--- src/verilog/mode_ctrl_map.svh ---
// Constants for the transceiver mode controller: mode codes, timing counts.
// Assumes a 125 MHz clk; included by bare name.
`ifndef MODE_CTRL_MAP_SVH
`define MODE_CTRL_MAP_SVH

// ----------------------------------------------------------------------------
// Clock
// ----------------------------------------------------------------------------
`define CLK_PERIOD_NS 8

// ----------------------------------------------------------------------------
// Timing (times in microseconds, counts derived)
// ----------------------------------------------------------------------------
`define STARTUP_DELAY_US 2800
`define STARTUP_CYCLES ((`STARTUP_DELAY_US * 1000) / `CLK_PERIOD_NS)
`define SILENCE_TIMEOUT_US 1000
`define SILENCE_CYCLES ((`SILENCE_TIMEOUT_US * 1000) / `CLK_PERIOD_NS)

// ----------------------------------------------------------------------------
// Mode codes
// ----------------------------------------------------------------------------
`define MODE_OFF 2'h0
`define MODE_STANDBY 2'h1
`define MODE_NORMAL 2'h2
`define MODE_OVERTEMP 2'h3

`endif

--- src/verilog/mode_ctrl_pkg.sv ---
// Types for the transceiver mode controller.
// Assumes mode_ctrl_map.svh is on the include path.
`include "mode_ctrl_map.svh"

package mode_ctrl_pkg;
  typedef enum logic [1:0] {
    MODE_OFF_S = `MODE_OFF,
    MODE_STANDBY_S = `MODE_STANDBY,
    MODE_NORMAL_S = `MODE_NORMAL,
    MODE_OVERTEMP_S = `MODE_OVERTEMP
  } op_mode_e;
endpackage
--- src/verilog/can_transceiver_mode_controller.sv ---
// System mode controller for a battery-supplied CAN transceiver.
// Assumes all threshold flags are already synchronous to clk.
//
// What this block does
// - One state machine, four modes
// - Standby to Normal on select high, IO ok
// - Normal to Standby on select low
// - Normal to Standby on IO undervoltage
// - Overtemp entered at once from Normal/Standby
// - Battery power-off enters Off from anywhere
// - Power-on, startup delay, then Standby
// - Receive-data low from Off exit until Normal
// - Standby: no bus traffic, wake watch only
// - Standby bias: ground when silent, else mid
// - Standby wake-up forces receive-data low
// - Off: bus pins disconnected, high impedance
// - Overtemp: bus off, pins floating, supply off
// - Overtemp: no new wakes, pending persists
// - Overtemp to Standby on temperature release
// - Power-off beats release in Overtemp
// - Wake switches supply on, timeout off
// - Select high in Standby switches supply on
// - Silence timer restarts on every bus edge
`timescale 1ns/1ps
`include "mode_ctrl_map.svh"

module can_transceiver_mode_controller
  import mode_ctrl_pkg::*;
#(
  parameter int STARTUP_CYCLES = `STARTUP_CYCLES,
  parameter int SILENCE_CYCLES = `SILENCE_CYCLES
)
(
  // Clock and reset
  input wire logic clk,
  input wire logic rst,
  // Microcontroller side
  input wire logic standby_select_n,
  input wire logic txd_in,
  output logic rxd_out,
  // Threshold flags
  input wire logic io_undervoltage,
  input wire logic battery_power_on,
  input wire logic battery_power_off,
  input wire logic overtemp_activate,
  input wire logic overtemp_release,
  // Bus side
  input wire logic bus_rx,
  input wire logic bus_wake_pattern,
  output logic bus_tx_enable,
  output logic bus_rx_enable,
  output logic bus_connect,
  output logic bus_bias_mid,
  output logic transceiver_supply_on,
  output logic [1:0] mode_out
);

  op_mode_e mode_q, mode_d;
  logic [31:0] startup_cnt_q;
  logic [31:0] silence_cnt_q;
  logic [31:0] supply_cnt_q;
  logic bus_rx_q;
  logic bus_silent_q;
  logic power_on_flag_q;
  logic wake_pending_q;
  logic supply_q;
  logic bus_edge;

  assign bus_edge = bus_rx != bus_rx_q;

  // ----------------------------------------------------------------------------
  // Mode state machine
  // ----------------------------------------------------------------------------
  always_comb
  begin
    mode_d = mode_q;
    unique case (mode_q)
      MODE_OFF_S:
      begin
        if (!battery_power_off && startup_cnt_q >= 32'(STARTUP_CYCLES))
          mode_d = MODE_STANDBY_S;
      end
      MODE_STANDBY_S:
      begin
        if (battery_power_off)
          mode_d = MODE_OFF_S;
        else if (overtemp_activate)
          mode_d = MODE_OVERTEMP_S;
        else if (standby_select_n && !io_undervoltage)
          mode_d = MODE_NORMAL_S;
      end
      MODE_NORMAL_S:
      begin
        if (battery_power_off)
          mode_d = MODE_OFF_S;
        else if (overtemp_activate)
          mode_d = MODE_OVERTEMP_S;
        else if (io_undervoltage)
          mode_d = MODE_STANDBY_S;
        else if (!standby_select_n)
          mode_d = MODE_STANDBY_S;
      end
      MODE_OVERTEMP_S:
      begin
        if (battery_power_off)
          mode_d = MODE_OFF_S;
        else if (overtemp_release)
          mode_d = MODE_STANDBY_S;
      end
    endcase
  end

  always_ff @(posedge clk)
  begin
    if (rst)
      mode_q <= MODE_OFF_S;
    else
      mode_q <= mode_d;
  end

  // ----------------------------------------------------------------------------
  // Startup delay after power-on
  // ----------------------------------------------------------------------------
  // Counting only while power-on holds; a dip restarts initialization
  always_ff @(posedge clk)
  begin
    if (rst)
      startup_cnt_q <= 32'h0;
    else if (mode_q != MODE_OFF_S || !battery_power_on || battery_power_off)
      startup_cnt_q <= 32'h0;
    else if (startup_cnt_q < 32'(STARTUP_CYCLES))
      startup_cnt_q <= startup_cnt_q + 32'h1;
  end

  // ----------------------------------------------------------------------------
  // Bus silence timer
  // ----------------------------------------------------------------------------
  always_ff @(posedge clk)
  begin
    if (rst)
    begin
      bus_rx_q <= 1'b1;
      silence_cnt_q <= 32'h0;
      bus_silent_q <= 1'b1;
    end
    else
    begin
      bus_rx_q <= bus_rx;
      if (bus_edge)
      begin
        silence_cnt_q <= 32'h0;
        bus_silent_q <= 1'b0;
      end
      else if (silence_cnt_q < 32'(SILENCE_CYCLES))
        silence_cnt_q <= silence_cnt_q + 32'h1;
      else
        bus_silent_q <= 1'b1;
    end
  end

  // ----------------------------------------------------------------------------
  // Power-on and wake-up indications
  // ----------------------------------------------------------------------------
  always_ff @(posedge clk)
  begin
    if (rst)
      power_on_flag_q <= 1'b0;
    else if (mode_q == MODE_OFF_S && mode_d == MODE_STANDBY_S)
      power_on_flag_q <= 1'b1;
    else if (mode_d == MODE_NORMAL_S)
      power_on_flag_q <= 1'b0;
  end

  // Wake detection only in Standby; Overtemp keeps what is already pending
  always_ff @(posedge clk)
  begin
    if (rst)
      wake_pending_q <= 1'b0;
    else if (mode_d == MODE_OFF_S || mode_d == MODE_NORMAL_S)
      wake_pending_q <= 1'b0;
    else if (mode_q == MODE_STANDBY_S && bus_wake_pattern)
      wake_pending_q <= 1'b1;
  end

  // ----------------------------------------------------------------------------
  // Internal transceiver supply
  // ----------------------------------------------------------------------------
  always_ff @(posedge clk)
  begin
    if (rst)
    begin
      supply_q <= 1'b0;
      supply_cnt_q <= 32'h0;
    end
    else if (mode_d == MODE_NORMAL_S)
    begin
      supply_q <= 1'b1;
      supply_cnt_q <= 32'h0;
    end
    else if (mode_d != MODE_STANDBY_S)
    begin
      supply_q <= 1'b0;
      supply_cnt_q <= 32'h0;
    end
    else if (standby_select_n)
    begin
      supply_q <= 1'b1;
      supply_cnt_q <= 32'h0;
    end
    else if (bus_wake_pattern && mode_q == MODE_STANDBY_S)
    begin
      supply_q <= 1'b1;
      supply_cnt_q <= 32'h0;
    end
    else if (supply_q)
    begin
      if (supply_cnt_q >= 32'(SILENCE_CYCLES) - 32'h1)
      begin
        supply_q <= 1'b0;
        supply_cnt_q <= 32'h0;
      end
      else
        supply_cnt_q <= supply_cnt_q + 32'h1;
    end
  end

  // Pin taken from the flop itself so a wake shows on the next edge, not one later
  assign transceiver_supply_on = supply_q;

  // ----------------------------------------------------------------------------
  // Registered outputs
  // ----------------------------------------------------------------------------
  always_ff @(posedge clk)
  begin
    if (rst)
    begin
      rxd_out <= 1'b1;
      bus_tx_enable <= 1'b0;
      bus_rx_enable <= 1'b0;
      bus_connect <= 1'b0;
      bus_bias_mid <= 1'b0;
      mode_out <= `MODE_OFF;
    end
    else
    begin
      mode_out <= mode_d;
      bus_tx_enable <= mode_d == MODE_NORMAL_S;
      bus_rx_enable <= mode_d == MODE_NORMAL_S;
      bus_connect <= mode_d == MODE_NORMAL_S || mode_d == MODE_STANDBY_S;
      bus_bias_mid <= mode_d == MODE_NORMAL_S || (mode_d == MODE_STANDBY_S && !bus_silent_q);
      if (mode_d == MODE_NORMAL_S)
        rxd_out <= bus_rx;
      else
        rxd_out <= !(power_on_flag_q || wake_pending_q ||
                     (mode_q == MODE_OFF_S && mode_d == MODE_STANDBY_S) ||
                     (mode_q == MODE_STANDBY_S && bus_wake_pattern));
    end
  end

  // ----------------------------------------------------------------------------
  // Assertions
  // ----------------------------------------------------------------------------
  a_poweroff_to_off: assert property (@(posedge clk) disable iff (rst)
    battery_power_off |=> mode_q == MODE_OFF_S)
    else $error("power-off did not reach Off");

  a_overtemp_entry: assert property (@(posedge clk) disable iff (rst)
    (mode_q inside {MODE_NORMAL_S, MODE_STANDBY_S}) && overtemp_activate && !battery_power_off
    |=> mode_q == MODE_OVERTEMP_S)
    else $error("overtemp not entered at once");

  a_normal_entry: assert property (@(posedge clk) disable iff (rst)
    mode_q == MODE_NORMAL_S && $past(mode_q) == MODE_STANDBY_S |-> $past(standby_select_n) && !$past(io_undervoltage))
    else $error("Normal entered without select or with undervoltage");

  a_normal_exit_uv: assert property (@(posedge clk) disable iff (rst)
    mode_q == MODE_NORMAL_S && io_undervoltage && !battery_power_off && !overtemp_activate
    |=> mode_q == MODE_STANDBY_S)
    else $error("undervoltage did not force Standby");

  a_normal_exit_sel: assert property (@(posedge clk) disable iff (rst)
    mode_q == MODE_NORMAL_S && !standby_select_n && !battery_power_off && !overtemp_activate
    |=> mode_q == MODE_STANDBY_S)
    else $error("select low did not give Standby");

  a_overtemp_outputs: assert property (@(posedge clk) disable iff (rst)
    mode_q == MODE_OVERTEMP_S |-> !transceiver_supply_on && !bus_connect && !bus_tx_enable)
    else $error("Overtemp outputs not off");

  a_off_release: assert property (@(posedge clk) disable iff (rst)
    mode_q == MODE_OVERTEMP_S && battery_power_off && overtemp_release |=> mode_q == MODE_OFF_S)
    else $error("release beat power-off");

  a_poweron_rxd: assert property (@(posedge clk) disable iff (rst)
    mode_q == MODE_OFF_S && mode_d == MODE_STANDBY_S |=> !rxd_out ##1 (mode_q == MODE_NORMAL_S || !rxd_out))
    else $error("power-on not shown on receive data");

  a_startup_wait: assert property (@(posedge clk) disable iff (rst)
    mode_q == MODE_STANDBY_S && $past(mode_q) == MODE_OFF_S |-> $past(startup_cnt_q) >= 32'(STARTUP_CYCLES))
    else $error("left Off before startup delay");

  a_silence_bias: assert property (@(posedge clk) disable iff (rst)
    bus_edge |=> !bus_silent_q)
    else $error("bus edge did not clear silence");

  a_poweron_hold: assert property (@(posedge clk) disable iff (rst)
    power_on_flag_q && mode_q != MODE_NORMAL_S |-> !rxd_out)
    else $error("power-on flag not shown on receive data");

  a_off_outputs: assert property (@(posedge clk) disable iff (rst)
    mode_q == MODE_OFF_S |-> !bus_connect && !bus_bias_mid && !transceiver_supply_on)
    else $error("Off outputs not released");

  a_standby_quiet: assert property (@(posedge clk) disable iff (rst)
    mode_q == MODE_STANDBY_S |-> !bus_tx_enable && !bus_rx_enable)
    else $error("bus data path enabled in Standby");

  a_silent_ground: assert property (@(posedge clk) disable iff (rst)
    mode_q == MODE_STANDBY_S |-> bus_bias_mid == !$past(bus_silent_q))
    else $error("Standby bias does not follow bus activity");

  a_wake_rxd: assert property (@(posedge clk) disable iff (rst)
    mode_q == MODE_STANDBY_S && bus_wake_pattern && mode_d != MODE_NORMAL_S |=> !rxd_out)
    else $error("wake-up not shown on receive data");

  a_overtemp_no_wake: assert property (@(posedge clk) disable iff (rst)
    mode_q == MODE_OVERTEMP_S && !wake_pending_q |=> !wake_pending_q)
    else $error("new wake taken in Overtemp");

  a_overtemp_wake_keep: assert property (@(posedge clk) disable iff (rst)
    mode_q == MODE_OVERTEMP_S && wake_pending_q |-> !rxd_out)
    else $error("pending wake lost in Overtemp");

  a_release_standby: assert property (@(posedge clk) disable iff (rst)
    mode_q == MODE_OVERTEMP_S && overtemp_release && !battery_power_off |=> mode_q == MODE_STANDBY_S)
    else $error("release did not give Standby");

  a_select_supply: assert property (@(posedge clk) disable iff (rst)
    mode_q == MODE_STANDBY_S && standby_select_n && mode_d == MODE_STANDBY_S |=> transceiver_supply_on)
    else $error("select high did not switch supply on");

  a_wake_supply: assert property (@(posedge clk) disable iff (rst)
    mode_q == MODE_STANDBY_S && bus_wake_pattern && mode_d == MODE_STANDBY_S |=> transceiver_supply_on)
    else $error("wake did not switch supply on");

  a_overtemp_quiet: assert property (@(posedge clk) disable iff (rst)
    mode_q == MODE_OVERTEMP_S |-> !bus_rx_enable && !bus_bias_mid)
    else $error("receiver or bias active in Overtemp");

endmodule

--- config.mk ---
export PLATFORM = sky130hd
export DESIGN_NAME = can_transceiver_mode_controller
export DESIGN_NICKNAME = d
export VERILOG_FILES = /design/src/verilog/mode_ctrl_pkg.sv /design/src/verilog/can_transceiver_mode_controller.sv
export VERILOG_INCLUDE_DIRS = /design/src /design/src/verilog
export SDC_FILE = /design/constraint.sdc
export NUM_CORES = 1
export LEC_CHECK = 0
export BUFFER_PORTS_ARGS = -buffer_cell sky130_fd_sc_hd__buf_2
export CAP_MARGIN = 20
export CORE_ASPECT_RATIO = 0.75
export CORE_UTILIZATION = 34
export DETAILED_ROUTE_END_ITERATION = 7
export SYNTH_ARGS = -nofsm -noshare
export SYNTH_HDL_FRONTEND = slang
export SYNTH_SLANG_ARGS = --single-unit
--- constraint.sdc ---
create_clock -name clk -period 4.6 [get_ports clk]
set_clock_uncertainty 0.2 [all_clocks]
set_input_delay 0.23 -clock clk [delete_from_list [all_inputs] [get_ports clk]]
set_output_delay 0.23 -clock clk [all_outputs]
set_load 0.01 [all_outputs]
==> summary.txt <==
Run status
  – Status: completed

Final layout
  – Ant. Diodes: 0
  – Synthesis-to-finish area growth: 13.13%
  – Most common cell after layout, fill and taps aside: dfxtp_1
  – Fin nets: 514
  – Fraction of final layout cells sized beyond drive strength 1: 0.08782
  – Most frequent cells in the layout: dfxtp_1, and2_1, nor2_1, nand2_1, nand3_1

Min path
  – Hold Path Class: primary input to flip-flop

Clock tree
  – H-tree lvl count: 3
  – CTS tree: done
  – Clock slew at reported path FFs: 0.07 ns
  – Root Buffer Master: clkbuf_16
  – CTS Buf Count: 9
  – PostCTS Resize Cnt: 0
  – Setup Fix Bufs, Post-CTS: 0
  – Clk sinks: between 100 and 150
  – CTS max path bufs: 2
  – Worst skew pair latency: about 0.35 ns

Global routing
  – First-pass GRT wire length: 14300 µm
  – Vias in the first global route: 3043
  – GRT Util Overall: 0.1343
  – Grt total ovfl: 0
  – Pin count of the biggest net entering global routing: 20
  – Initial antenna violation count: 0

Setup path
  – Most frequent CP cell: nand3_1
  – WP data required: 4.67 ns
  – Crit path buf inv count: 0
  – Setup crit end kind: flip-flop
  – Crit path kind: flip-flop to flip-flop
  – Reg-to-reg setup timing slack: between 0.8 and 0.9 ns
  – Cell Chain, Critical Path: nand3_1 > nor4_1 > nand2_1 > and2_1 > a211o_1 > ha_1 > nor2_1 > nand3_1 > and3b_1 > a41oi_1 > a31oi_1
  – Setup crit start kind: flip-flop
  – Arr. time, crit path: 3.87 ns
  – Cell family with most CP delay: simple AND/OR/NAND/NOR gates
  – Worst path slowest cell: and3b_1
  – CP Max Fanout: 17
  – Worst path max stage delay: 0.66 ns

Yosys
  – Post-synthesis sequential area ratio: 0.4929
  – Syn_nets: 498
  – Area contributors post-synth: dfxtp_1, and2_1, nor2_1
  – Unique cell type count in the Yosys netlist: 50
  – Synth Flop Type: dfxtp_1
  – EDFF count, synth: 0
  – Synth async-reset ratio: 0
  – Yosys warns: 0
  – Post-synth top area share: 0.4929
  – Syn avg cell area: between 9 and 10 µm²
  – Cell Area, Synth: 4345 µm²
  – Post-synthesis register bit count: 107
  – Area leader, netlist: dfxtp_1
  – Post-Syn Instances: 480

Die
  – Initial Util: 0.3519
  – Die Span X: 132.5 µm
  – FP Rows: 35
  – Die Y: 99.91 µm
  – Die area: 13240 µm²
  – IO Pins: 19
  – Core area: 12350 µm²

STA
  – Worst slew margin: 0.3467
  – Final hold violations: 0
  – Final worst path period need: 3.795 ns
  – Max Clk Rate: roughly 0.26 GHz
  – Post-route setup TNS: 0 ns
  – RSZ-0062 raised after global routing: no
  – Slew @ Worst Pin: between 0.9 and 1 ns
  – Period Utilization, post-route: 0.8250
  – Final setup viols: 0
  – Slew Limit Fails: 0

Power and ir drop
  – Worst VDD drop: 168.2 µV
  – Total power: 0.001741 W
  – Lkg Pwr: 1.715 nW
  – Power Dens Cells: 354.2 nW/µm²

Flow run
  – Max cap viols: 0

Placed design
  – Routability cong.: 0.8256
  – I/O Buffers: 17
  – Dpl hpwl: 5675 µm

Route
  – DRC Markers: 0
  – Antenna Violating Nets Remaining: 0
  – Initial DRC Count: 179
  – Pre-antenna DRT Iters: 5
  – Wirelength per Cell: 12.33 µm
  – Vias/cell: 4.921
  – Vias: 3282
  – Final wirelength: 8225 µm
## cells in the mapped netlist, types with 3 or more instances
cell type  number
and2_1         48
nor4_1         20
o21a_1          3
xor2_1         14
a31oi_1         9
nor3_2          3
a21oi_1        23
a22o_1          5
clkbuf_1       10
ha_1            7
inv_1          13
o21ai_0        10
xnor2_1        16
nand4_1         7
dfxtp_1       107
nand3_1        28
or3_1           5
and4_1          3
nand2_1        36
nor3_1          9
nand2b_1        7
nor2b_1         6
o21bai_1        3
nor2_1         47
or2_2           3
and3_1          5
buf_2           3
## metal layers
layer / routed length, µm / global-route usage
met1: 4131 / 0.1757
met2: 3624 / 0.2138
met3: 341 / 0.03131
met4: 128 / 0.05659
met5: 0 / 0
## power breakdown
part / internal (W) / total, W / switching (W) / leakage [nW]
sequential: 0.000928 / 0.000931 / 0.00000238 / 0.862
combinational: 0.00000988 / 0.0000274 / 0.0000175 / 0.708
clock: 0.000431 / 0.000783 / 0.000352 / 0.145
## area by class of cell
type                    instances  area, µm²
fillers                      1196       7433
flip-flops and latches        107       2142
multi-input cells             344       2087
clock buffers                   9      225.2
well taps                     166      207.7
repair buffers                 21      122.6
clock inverters                 7      82.58
inverters                      13      48.80
## worst reg2reg max path, delay by kind of cell (launching register included)
kind | cells | cell delay [ns]
adders and majority gates | 1 | 0.28
and+or+nand+nor | 7 | 2.13
DFF | 1 | 0.39
AOI/OAI and AO/OA | 3 | 0.72
## repair_timing
action                                  4_1_cts  5_1_grt
hold buffers                                  3        0
hold endpoints to repair                      5        0
endpoints found under the setup margin        0        0
## path summary, 6_finish.rpt
path,start,to,cells after the start
setup / recovery,startup_cnt_q[8],supply_cnt_q[13],11
hold / removal,bus_wake_pattern,wake_pending_q,3
setup reg to reg,startup_cnt_q[8],supply_cnt_q[13],11
hold reg to reg,power_on_flag_q,rxd_out,1
## logic make-up (layout without fill, tap and decap cells)
family | Yosys count | in the layout | share of synthesized area
AND/OR/NAND/NOR | 238 | 238 | 0.2963
AO/OA/AOI/OAI | 67 | 67 | 0.09848
adder cells (fa/ha/maj) | 7 | 7 | 0.02015
buffers and inverters | 29 | 50 | 0.02678
multiplexers | 2 | 2 | 0.004895
flip-flops | 107 | 107 | 0.4929
XOR/XNOR | 30 | 30 | 0.06047
## state kept, by name, summed over array words and instances (netlist names)
signal                 count
silence_cnt_q             32
startup_cnt_q             32
supply_cnt_q              32
mode_out                   2
bus_bias_mid               1
bus_connect                1
bus_rx_enable              1
bus_rx_q                   1
bus_silent_q               1
power_on_flag_q            1
rxd_out                    1
transceiver_supply_on      1
wake_pending_q             1
## metrics by stage
step	cells	hold slack [ns]	setup slack, ns	cell area [µm²]	util
floorplan	480	0.1131	1.362	4345	-
global placement	648	0.2298	0.9536	4578	0.3707
detailed placement	648	0.2357	0.8559	4578	0.3707
CTS	667	0.004815	0.8171	4916	0.3981
global route	667	0.03859	0.4289	4916	0.3981
finish	667	0.02173	0.8050	4916	0.3981
Power figures use the tool's default switching activity.
